**src/rtl/orf_consts.vh**
```
`ifndef ORF_CONSTS_VH
`define ORF_CONSTS_VH

// Operand sizes
`define ORF_SZ_BYTE 2'h0
`define ORF_SZ_WORD 2'h1
`define ORF_SZ_LONG 2'h2

// Status word layout
`define ORF_PSW_T1 15
`define ORF_PSW_T0 14
`define ORF_PSW_S 13
`define ORF_PSW_IHI 10
`define ORF_PSW_ILO 8
`define ORF_PSW_DEF 16'hE71F
`define ORF_CCR_DEF 8'h1F
`define ORF_PSW_RST 16'h2700

// Control register selects
`define ORF_CTL_PSW 2'h0
`define ORF_CTL_CCR 2'h1
`define ORF_CTL_SRCSP 2'h2
`define ORF_CTL_DSTSP 2'h3
`define ORF_SPACE_W 3

// Operand address field modes
`define ORF_MODE_DREG 3'h0
`define ORF_MODE_AREG 3'h1
`define ORF_MODE_AIND 3'h2
`define ORF_MODE_APOST 3'h3
`define ORF_MODE_APRE 3'h4
`define ORF_MODE_ADISP 3'h5
`define ORF_MODE_AIDX 3'h6
`define ORF_MODE_SPEC 3'h7

// Submodes of the special mode
`define ORF_SUB_ABSW 3'h0
`define ORF_SUB_ABSL 3'h1
`define ORF_SUB_PCDISP 3'h2
`define ORF_SUB_PCIDX 3'h3
`define ORF_SUB_IMM 3'h4

// Decimal operations
`define ORF_DEC_ADD 2'h0
`define ORF_DEC_SUB 2'h1
`define ORF_DEC_NEG 2'h2

// Big-endian byte enables, bit 3 is the byte at the lowest address
`define ORF_BE_BYTE 4'h8
`define ORF_BE_WORD 4'hC
`define ORF_BE_LONG 4'hF

`endif

```
**src/rtl/orf_ea_decode.v**
```verilog
`timescale 1ns/1ps
`include "orf_consts.vh"

module orf_ea_decode (
  // Operand address field and size
  input wire [5:0] eaField,
  input wire [1:0] eaSize,
  // Decoded view
  output reg [2:0] eaMode,
  output reg [2:0] eaRegSel,
  output reg eaUsesReg,
  output reg eaProgRef,
  output reg [1:0] eaExtWords,
  output reg eaBad
);

  always @* begin
    eaMode = eaField[5:3];
    eaRegSel = eaField[2:0];
    eaUsesReg = 1'b1;
    eaProgRef = 1'b0;
    eaExtWords = 2'h0;
    eaBad = 1'b0;
    case (eaField[5:3])
      `ORF_MODE_ADISP: begin
        eaExtWords = 2'h1;
      end
      `ORF_MODE_AIDX: begin
        eaExtWords = 2'h1;
      end
      `ORF_MODE_SPEC: begin
        eaUsesReg = 1'b0;
        case (eaField[2:0])
          `ORF_SUB_ABSW: eaExtWords = 2'h1;
          `ORF_SUB_ABSL: eaExtWords = 2'h2;
          `ORF_SUB_PCDISP: begin
            eaExtWords = 2'h1;
            eaProgRef = 1'b1;
          end
          `ORF_SUB_PCIDX: begin
            eaExtWords = 2'h1;
            eaProgRef = 1'b1;
          end
          `ORF_SUB_IMM: begin
            eaExtWords = (eaSize == `ORF_SZ_LONG) ? 2'h2 : 2'h1;
            eaProgRef = 1'b1;
          end
          default: eaBad = 1'b1;
        endcase
      end
      default: eaExtWords = 2'h0;
    endcase
  end

endmodule // orf_ea_decode

```
**src/rtl/orf_core.v**
```verilog
// Behaviour
// - Data register byte uses bits 7:0, word 15:0, long all 32 bits
// - Byte or word access leaves upper data register bits unread and unchanged
// - Bit 0 is the least significant, bit 31 the most significant
// - A 64-bit result may go to any two data registers
// - Decimal bytes hold two packed 4-bit digits
// - Address registers and stack pointers refuse byte size
// - Address register source gives low 16 bits or all 32 bits
// - Address register destination is always written in full
// - Word source to address register is sign-extended to 32 bits
// - Control registers need supervisor level, except the condition byte
// - Status word is 16 bits, 11 defined, undefined bits read zero
// - Status and condition byte are word access; upper byte zero and ignored
// - Space select registers keep bits 2:0 only, long-word access
// - Memory is big-endian; most significant byte at the lowest address
// - Word, long and instruction data lie on even addresses
// - Operand address field splits into 3-bit mode and register
// - Mode 7 uses the register field as a submode
// - Modes needing more fetch extension words after the operation word
// - Operation and extension word fetches are program-space references
// - Operand reads are data space except immediate and program-relative
// - Every operand write is a data-space reference
// - Address register seven is user or supervisor stack pointer by privilege
// - Status word holds interrupt mask, two trace bits and privilege bit
`timescale 1ns/1ps
`include "orf_consts.vh"

module orf_core (
  // Clock and reset
  input wire clk_sys,
  input wire resetn,
  // Register read port
  input wire rdEn,
  input wire [3:0] rdSel,
  input wire [1:0] rdSize,
  output reg [31:0] rdData_r,
  output reg [31:0] rdDataSext_r,
  // Register write port
  input wire wrEn,
  input wire [3:0] wrSel,
  input wire [1:0] wrSize,
  input wire [31:0] wrData,
  // Second data register write port for 64-bit results
  input wire wrHiEn,
  input wire [2:0] wrHiSel,
  input wire [31:0] wrHiData,
  output reg sizeFault_r,
  // Condition flag update from the execution unit
  input wire ccrUpdEn,
  input wire [4:0] ccrIn,
  // Control register port
  input wire ctlEn,
  input wire ctlWr,
  input wire [1:0] ctlSel,
  input wire [1:0] ctlSize,
  input wire [31:0] ctlWdata,
  output reg [31:0] ctlRdata_r,
  output reg ctlFault_r,
  output reg [15:0] processorStatusWord_r,
  output reg [2:0] sourceSpaceSelect_r,
  output reg [2:0] destinationSpaceSelect_r,
  // Operand address field decode
  input wire decEn,
  input wire [5:0] operandAddressField,
  input wire [1:0] decSize,
  output reg [2:0] eaMode_r,
  output reg [2:0] eaRegSel_r,
  output reg eaUsesReg_r,
  output reg eaProgRef_r,
  output reg [1:0] eaExtWords_r,
  output reg eaBad_r,
  // Memory reference request
  input wire memReq,
  input wire memFetch,
  input wire memWr,
  input wire [1:0] memSize,
  input wire [31:0] memAddr,
  input wire [31:0] memWdata,
  output reg busReq_r,
  output reg busWr_r,
  output reg busProgSpace_r,
  output reg busSuper_r,
  output reg [31:0] busAddr_r,
  output reg [3:0] busBe_r,
  output reg [31:0] busData_r,
  output reg addrError_r,
  // Decimal byte arithmetic
  input wire bcdEn,
  input wire [1:0] bcdOp,
  input wire [7:0] bcdDst,
  input wire [7:0] bcdSrc,
  input wire bcdExtend,
  output reg [7:0] bcdResult_r,
  output reg bcdCarry_r
);

  reg [31:0] dataReg [0:7];
  reg [31:0] addrReg [0:6];
  reg [31:0] userStackPointer_r, supervisorStackPointer_r;
  reg [31:0] rdRaw, rdVal, wrAddrVal;
  reg rdBad, wrBad, ctlBad;
  reg [31:0] ctlVal;
  reg [4:0] loSum, hiSum;
  reg [3:0] loDig, hiDig;
  reg loCarry, hiCarry;
  reg [7:0] bcdA;
  wire superMode;
  wire [2:0] eaMode, eaRegSel;
  wire eaUsesReg, eaProgRef, eaBad;
  wire [1:0] eaExtWords;
  integer i;

  assign superMode = processorStatusWord_r[`ORF_PSW_S];

  orf_ea_decode uDecode (
    .eaField(operandAddressField),
    .eaSize(decSize),
    .eaMode(eaMode),
    .eaRegSel(eaRegSel),
    .eaUsesReg(eaUsesReg),
    .eaProgRef(eaProgRef),
    .eaExtWords(eaExtWords),
    .eaBad(eaBad)
  );

  // Register read selection and sizing
  always @* begin
    rdBad = 1'b0;
    if (!rdSel[3]) begin
      rdRaw = dataReg[rdSel[2:0]];
    end else if (rdSel[2:0] == 3'h7) begin
      rdRaw = superMode ? supervisorStackPointer_r : userStackPointer_r;
    end else begin
      rdRaw = addrReg[rdSel[2:0]];
    end
    case (rdSize)
      `ORF_SZ_BYTE: begin
        rdVal = {24'h000000, rdRaw[7:0]};
        rdBad = rdSel[3];
      end
      `ORF_SZ_WORD: rdVal = {16'h0000, rdRaw[15:0]};
      `ORF_SZ_LONG: rdVal = rdRaw;
      default: begin
        rdVal = 32'h00000000;
        rdBad = 1'b1;
      end
    endcase
  end

  // Write value for address registers and size check
  always @* begin
    wrBad = 1'b0;
    case (wrSize)
      `ORF_SZ_WORD: wrAddrVal = {{16{wrData[15]}}, wrData[15:0]};
      `ORF_SZ_LONG: wrAddrVal = wrData;
      default: begin
        wrAddrVal = wrData;
        wrBad = wrSel[3] || (wrSize != `ORF_SZ_BYTE);
      end
    endcase
  end

  // Control register access checks and read value
  always @* begin
    ctlBad = 1'b0;
    ctlVal = 32'h00000000;
    case (ctlSel)
      `ORF_CTL_PSW: begin
        ctlBad = !superMode || (ctlSize != `ORF_SZ_WORD);
        ctlVal = {16'h0000, processorStatusWord_r & `ORF_PSW_DEF};
      end
      `ORF_CTL_CCR: begin
        ctlBad = (ctlSize != `ORF_SZ_WORD);
        ctlVal = {24'h000000, processorStatusWord_r[7:0] & `ORF_CCR_DEF};
      end
      `ORF_CTL_SRCSP: begin
        ctlBad = !superMode || (ctlSize != `ORF_SZ_LONG);
        ctlVal = {29'h0000000, sourceSpaceSelect_r};
      end
      `ORF_CTL_DSTSP: begin
        ctlBad = !superMode || (ctlSize != `ORF_SZ_LONG);
        ctlVal = {29'h0000000, destinationSpaceSelect_r};
      end
      default: ctlBad = 1'b1;
    endcase
  end

  // Packed decimal digit arithmetic
  always @* begin
    bcdA = (bcdOp == `ORF_DEC_NEG) ? 8'h00 : bcdDst;
    loDig = 4'h0;
    hiDig = 4'h0;
    if (bcdOp == `ORF_DEC_ADD) begin
      loSum = {1'b0, bcdA[3:0]} + {1'b0, bcdSrc[3:0]} + {4'h0, bcdExtend};
      loCarry = (loSum > 5'h09);
      loDig = loCarry ? loSum[3:0] + 4'h6 : loSum[3:0];
      hiSum = {1'b0, bcdA[7:4]} + {1'b0, bcdSrc[7:4]} + {4'h0, loCarry};
      hiCarry = (hiSum > 5'h09);
      hiDig = hiCarry ? hiSum[3:0] + 4'h6 : hiSum[3:0];
    end else begin
      loSum = {1'b0, bcdA[3:0]} - {1'b0, bcdSrc[3:0]} - {4'h0, bcdExtend};
      loCarry = loSum[4];
      loDig = loCarry ? loSum[3:0] - 4'h6 : loSum[3:0];
      hiSum = {1'b0, bcdA[7:4]} - {1'b0, bcdSrc[7:4]} - {4'h0, loCarry};
      hiCarry = hiSum[4];
      hiDig = hiCarry ? hiSum[3:0] - 4'h6 : hiSum[3:0];
    end
  end

  // Register file storage
  always @(posedge clk_sys or negedge resetn) begin
    if (!resetn) begin
      for (i = 0; i < 8; i = i + 1) begin
        dataReg[i] <= 32'h00000000;
      end
      for (i = 0; i < 7; i = i + 1) begin
        addrReg[i] <= 32'h00000000;
      end
      userStackPointer_r <= 32'h00000000;
      supervisorStackPointer_r <= 32'h00000000;
    end else begin
      if (wrHiEn) begin
        dataReg[wrHiSel] <= wrHiData;
      end
      if (wrEn && !wrBad) begin
        if (!wrSel[3]) begin
          case (wrSize)
            `ORF_SZ_BYTE: dataReg[wrSel[2:0]][7:0] <= wrData[7:0];
            `ORF_SZ_WORD: dataReg[wrSel[2:0]][15:0] <= wrData[15:0];
            default: dataReg[wrSel[2:0]] <= wrData;
          endcase
        end else if (wrSel[2:0] == 3'h7) begin
          if (superMode) begin
            supervisorStackPointer_r <= wrAddrVal;
          end else begin
            userStackPointer_r <= wrAddrVal;
          end
        end else begin
          addrReg[wrSel[2:0]] <= wrAddrVal;
        end
      end
    end
  end

  // Read port, control registers and status word
  always @(posedge clk_sys or negedge resetn) begin
    if (!resetn) begin
      rdData_r <= 32'h00000000;
      rdDataSext_r <= 32'h00000000;
      sizeFault_r <= 1'b0;
      ctlRdata_r <= 32'h00000000;
      ctlFault_r <= 1'b0;
      processorStatusWord_r <= `ORF_PSW_RST;
      sourceSpaceSelect_r <= 3'h0;
      destinationSpaceSelect_r <= 3'h0;
    end else begin
      if (rdEn && !rdBad) begin
        rdData_r <= rdVal;
        rdDataSext_r <= (rdSize == `ORF_SZ_WORD) ? {{16{rdRaw[15]}}, rdRaw[15:0]} : rdVal;
      end
      sizeFault_r <= (rdEn && rdBad) || (wrEn && wrBad);
      ctlFault_r <= ctlEn && ctlBad;
      if (ctlEn && !ctlWr && !ctlBad) begin
        ctlRdata_r <= ctlVal;
      end
      if (ccrUpdEn) begin
        processorStatusWord_r[4:0] <= ccrIn;
      end
      if (ctlEn && ctlWr && !ctlBad) begin
        case (ctlSel)
          `ORF_CTL_PSW: processorStatusWord_r <= ctlWdata[15:0] & `ORF_PSW_DEF;
          `ORF_CTL_CCR: processorStatusWord_r[7:0] <= ctlWdata[7:0] & `ORF_CCR_DEF;
          `ORF_CTL_SRCSP: sourceSpaceSelect_r <= ctlWdata[`ORF_SPACE_W-1:0];
          `ORF_CTL_DSTSP: destinationSpaceSelect_r <= ctlWdata[`ORF_SPACE_W-1:0];
          default: sourceSpaceSelect_r <= sourceSpaceSelect_r;
        endcase
      end
    end
  end

  // Decode results, memory references and decimal results
  always @(posedge clk_sys or negedge resetn) begin
    if (!resetn) begin
      eaMode_r <= 3'h0;
      eaRegSel_r <= 3'h0;
      eaUsesReg_r <= 1'b0;
      eaProgRef_r <= 1'b0;
      eaExtWords_r <= 2'h0;
      eaBad_r <= 1'b0;
      busReq_r <= 1'b0;
      busWr_r <= 1'b0;
      busProgSpace_r <= 1'b0;
      busSuper_r <= 1'b0;
      busAddr_r <= 32'h00000000;
      busBe_r <= 4'h0;
      busData_r <= 32'h00000000;
      addrError_r <= 1'b0;
      bcdResult_r <= 8'h00;
      bcdCarry_r <= 1'b0;
    end else begin
      if (decEn) begin
        eaMode_r <= eaMode;
        eaRegSel_r <= eaRegSel;
        eaUsesReg_r <= eaUsesReg;
        eaProgRef_r <= eaProgRef;
        eaExtWords_r <= eaExtWords;
        eaBad_r <= eaBad;
      end
      addrError_r <= memReq && (memFetch || memSize != `ORF_SZ_BYTE) && memAddr[0];
      busReq_r <= memReq && !((memFetch || memSize != `ORF_SZ_BYTE) && memAddr[0]);
      if (memReq) begin
        busWr_r <= memWr && !memFetch;
        busProgSpace_r <= memFetch || (!memWr && eaProgRef_r);
        busSuper_r <= superMode;
        busAddr_r <= memAddr;
        case (memFetch ? `ORF_SZ_WORD : memSize)
          `ORF_SZ_BYTE: begin
            busBe_r <= `ORF_BE_BYTE;
            busData_r <= {memWdata[7:0], 24'h000000};
          end
          `ORF_SZ_WORD: begin
            busBe_r <= `ORF_BE_WORD;
            busData_r <= {memWdata[15:0], 16'h0000};
          end
          default: begin
            busBe_r <= `ORF_BE_LONG;
            busData_r <= memWdata;
          end
        endcase
      end
      if (bcdEn) begin
        bcdResult_r <= {hiDig, loDig};
        bcdCarry_r <= hiCarry;
      end
    end
  end

endmodule // orf_core

```
**config.mk**
```make
export PLATFORM = sky130hd
export DESIGN_NAME = orf_core
export DESIGN_NICKNAME = d
export VERILOG_FILES = /design/src/rtl/orf_ea_decode.v /design/src/rtl/orf_core.v
export VERILOG_INCLUDE_DIRS = /design/src /design/src/rtl
export SDC_FILE = /design/constraint.sdc
export NUM_CORES = 2
export LEC_CHECK = 0
export BUFFER_PORTS_ARGS = -buffer_cell sky130_fd_sc_hd__buf_4
export CAP_MARGIN = 20
export CORE_UTILIZATION = 35
export CTS_BUF_LIST = sky130_fd_sc_hd__clkbuf_4 sky130_fd_sc_hd__clkbuf_8 sky130_fd_sc_hd__clkbuf_16
export CTS_CLUSTER_DIAMETER = 30
export CTS_CLUSTER_SIZE = 10
export DETAILED_ROUTE_END_ITERATION = 7
export GPL_ROUTABILITY_DRIVEN = 0
export MAX_ROUTING_LAYER = met4
export PLACE_DENSITY = 0.63
export SYNTH_ARGS = -nofsm -noshare
export SYNTH_HDL_FRONTEND = slang
export SYNTH_SLANG_ARGS = --single-unit
```
**constraint.sdc**
```tcl
create_clock -name clk_sys -period 2.05 [get_ports clk_sys]
set_input_delay 0.205 -clock clk_sys [delete_from_list [all_inputs] [get_ports clk_sys]]
set_output_delay 0.205 -clock clk_sys [all_outputs]
set_load 0.01 [all_outputs]
```
==> flow_summary.yaml <==
run_status:
  status: "finished with violations"
  violations: "negative setup slack"
floorplan:
  start_util: 0.354
  core_sq_mm: 0.100
  die_x_um: 321
  fp-row-count: 116
  die_area_sq_mm: 0.103
  io_pins: 439
  die_h_um: 321
yosys:
  netlist.area_leader.share: 0.511
  synth_area_sq_mm: 0.0355
  yosysUniqueCellTypes: 60
  muxShareOfSynthArea: 0.238
  synth_edf_count: 0
  synthTopCellsByArea: "dfrtp_1 (51%), mux2i_1 (10%), mux2_2 (7.5%)"
  ys_warn_count: 0
  synth-simple-area-share: 0.0792
  synthMostInstantiatedCell: "dfrtp_1"
  syn_inst: 3179
  postSynthAreaPerCell_sq_um: 11.2
  async_flop_share: 1.00
  ys_seq_elements: 730
  synth_flop_cell: "dfrtp_1"
  synth_common_cells: "dfrtp_1 (726), o21ai_0 (389), nand2_1 (375)"
  yosysTopAreaCell: "dfrtp_1"
  synth_compound_area_frac: 0.108
  synthAdderAreaFrac: 0.0116
  synth_xor_area_frac: 0.00394
  synth_top_family_by_area: "multiplexers"
  ys_seq_area_frac: 0.514
cells_and_area:
  drive_above_1_share: 0.347
  fillers: 8518
  final_area_sq_mm: 0.0511
  final_cell_count_no_fill: 5479
  synthToLayoutAreaGrowth_pct: 43.8
  layout.nets: 4221
pwr:
  powerDensity_mw_per_mm2: 1120
  p_leak_uw: 0.0233
  ir_worst_vdd_uv: 758
clock_network:
  cts_buffers: 172
  numClockSinks: 730
  clkTransAtPathRegs_ns: 0.05
  htreeDepth: 4
  cts_tree: "done"
  max-clock-path-buffers: 3
  clk_latency_ns: 0.77
  root_buffer: "clkbuf_16"
placement:
  portBuffers: 391
  place_area_sq_mm: 0.0419
  dpl.cell_count: 4904
  dp_hpwl_mm: 75.9
sta:
  setup_slack_ns: -1.39
  clock_skew_ns: 0.0513
  clock.fmax_mhz: 290
  tightestPinTransition_ns: 1.09
  rsz0062_at_grt: "yes"
  setup_violations: 70
  post-route-period-util: 1.68
  slew_violations: 0
  final_hold_viol_count: 0
  relSlewSlack: 0.271
  final.min_clock_period_ns: 3.44
hold_path:
  hold_class: "in2reg"
  hold_path_depth: 5
worst_setup_path:
  start_kind: "primary input"
  r2r_cells: 8
  arrival_ns: 4.08
  cp.required_ns: 2.68
  critPathMaxFanout: 4
  worst_setup_path_end_kind: "register"
  crit_type: "in2reg"
global_route:
  antenna_found_initial: 10
  grt.overflow.total: 0
  grt_max_degree: 85
  track_usage: 0.235
  grt_pass1_wl_mm: 180
  grt_pass1_vias: 29600
route:
  first_pass_iters: 5
  vias: 28300
  drt-vias-per-instance: 5.16
  drc: 0
  drt_wl_total_mm: 117
  drtIter0Drc: 1958
  post_drt_wl_per_cell_um: 21.4
  ant_nets: 0
run:
  cap_violations: 0
placed cells by master, fill, tap and decap left out, types with 27 or more instances in the layout:
master,Yosys,final
mux4_2,94,94
mux2_4,0,36
o22ai_1,32,32
inv_1,55,53
nor2_1,153,132
dlygate4sd3_1,0,220
clkbuf_16,0,175
mux2i_1,364,358
a21oi_1,128,125
dfrtp_1,726,726
o21ai_0,389,389
mux2_2,238,202
clkinv_2,0,30
buf_12,0,74
buf_4,32,576
nand2_1,375,369
nor3_2,1,27
report_power, final:
| group | switching [uW] | leakage [uW] | internal, uW |
|---|---|---|---|
| clock | 9190 | 0.00298 | 18800 |
| combinational | 4610 | 0.0112 | 5370 |
| sequential | 1600 | 0.00912 | 17400 |
| total | 15400 | 0.0233 | 41700 |
layer usage:
layer,GRT usage,share of wire,routed length [um]
met1,0.295,0.42,49700
met2,0.359,0.46,54100
met3,0.0550,0.073,8620
met4,0.110,0.043,5000
met5,-,0,0
critical path, stage by stage:
cell and delay, ns:
buf_6 0.09, nand2b_4 0.13, and2_4 0.16, fa_2 0.36
fa_2 0.40, xor2_2 0.20, ha_2 0.22, nor2b_4 0.15
a31oi_2 0.05, a21boi_2 0.15, inv_1 0.07, fa_2 0.36
fa_2 0.41, xor2_4 0.18, ha_4 0.17, nor2b_4 0.13
a31oi_4 0.18, a21oi_4 0.09, buf_4 0.16, xnor2_2 0.14
a31oi_1 0.08
per-stage QoR:
| step | worst slack [ns] | hold WS [ns] | utilization | total power (uW) | setup TNS (ns) |
|---|---|---|---|---|---|
| 6_report | -1.39 | 0.00820 | 0.509 | 57100 | -14.07 |
| 5_1_grt | -1.49 | 0.0442 | 0.509 | 59500 | -17.79 |
| 4_1_cts | -1.31 | 0.0122 | 0.506 | 57200 | -12.72 |
| 3_5_place_dp | -2.25 | 0.110 | 0.417 | 28100 | -25.87 |
| 3_3_place_gp | -2.17 | 0.113 | 0.417 | 27800 | -26.00 |
| 2_1_floorplan | -2.09 | -0.0906 | - | 24200 | -11.02 |
logic make-up after synthesis:
group / count (synthesis)
other: 1
and+or+nand+nor: 668
xor gates and xnor gates: 16
AOI/OAI and AO/OA: 685
adders and majority gates: 28
DFF: 730
buffers and inverters: 354
muxes: 697
flip-flops by register name, summed over array words and instances (netlist names), 32 cells and up:
name                      flops
dataReg                     256
addrReg                     224
busAddr_r                    32
busData_r                    32
rdDataSext_r                 32
rdData_r                     32
supervisorStackPointer_r     32
userStackPointer_r           32
repair_timing:
action	4_1_cts	5_1_grt
setup buffers	13	9
pin swaps	60	21
gates cloned	2	1
hold buffers	221	0
setup endpoints to repair	73	92
resized for setup	74	49
hold endpoints to repair	1299	0
worst paths after layout:
check	start	to	slack, ns
worst max-delay path	bcdOp[0]	bcdResult_r[5]	-1.39
worst min-delay path	wrSel[1]	dataReg[229]	0.008
worst max register to register	processorStatusWord_r[13]	rdData_r[11]	-0.21
worst min register to register	addrReg[177]	addrReg[177]	0.47
max in group asynchronous	resetn	sourceSpaceSelect_r[1]	0.60
min in group asynchronous	resetn	addrReg[122]	0.12
cell type report:
cell class	instances	area, sq um	share of cell area
clock buffers	221	4850	0.0950
inverters	56	210	0.00411
repair buffers	887	8250	0.162
well taps	1357	1700	0.0332
multi-input cells	2120	16500	0.323
flip-flops and latches	730	18300	0.358
clock inverters	97	1270	0.0249
diodes	11	27.5	0.000539
(Power assumes the default switching activity.)
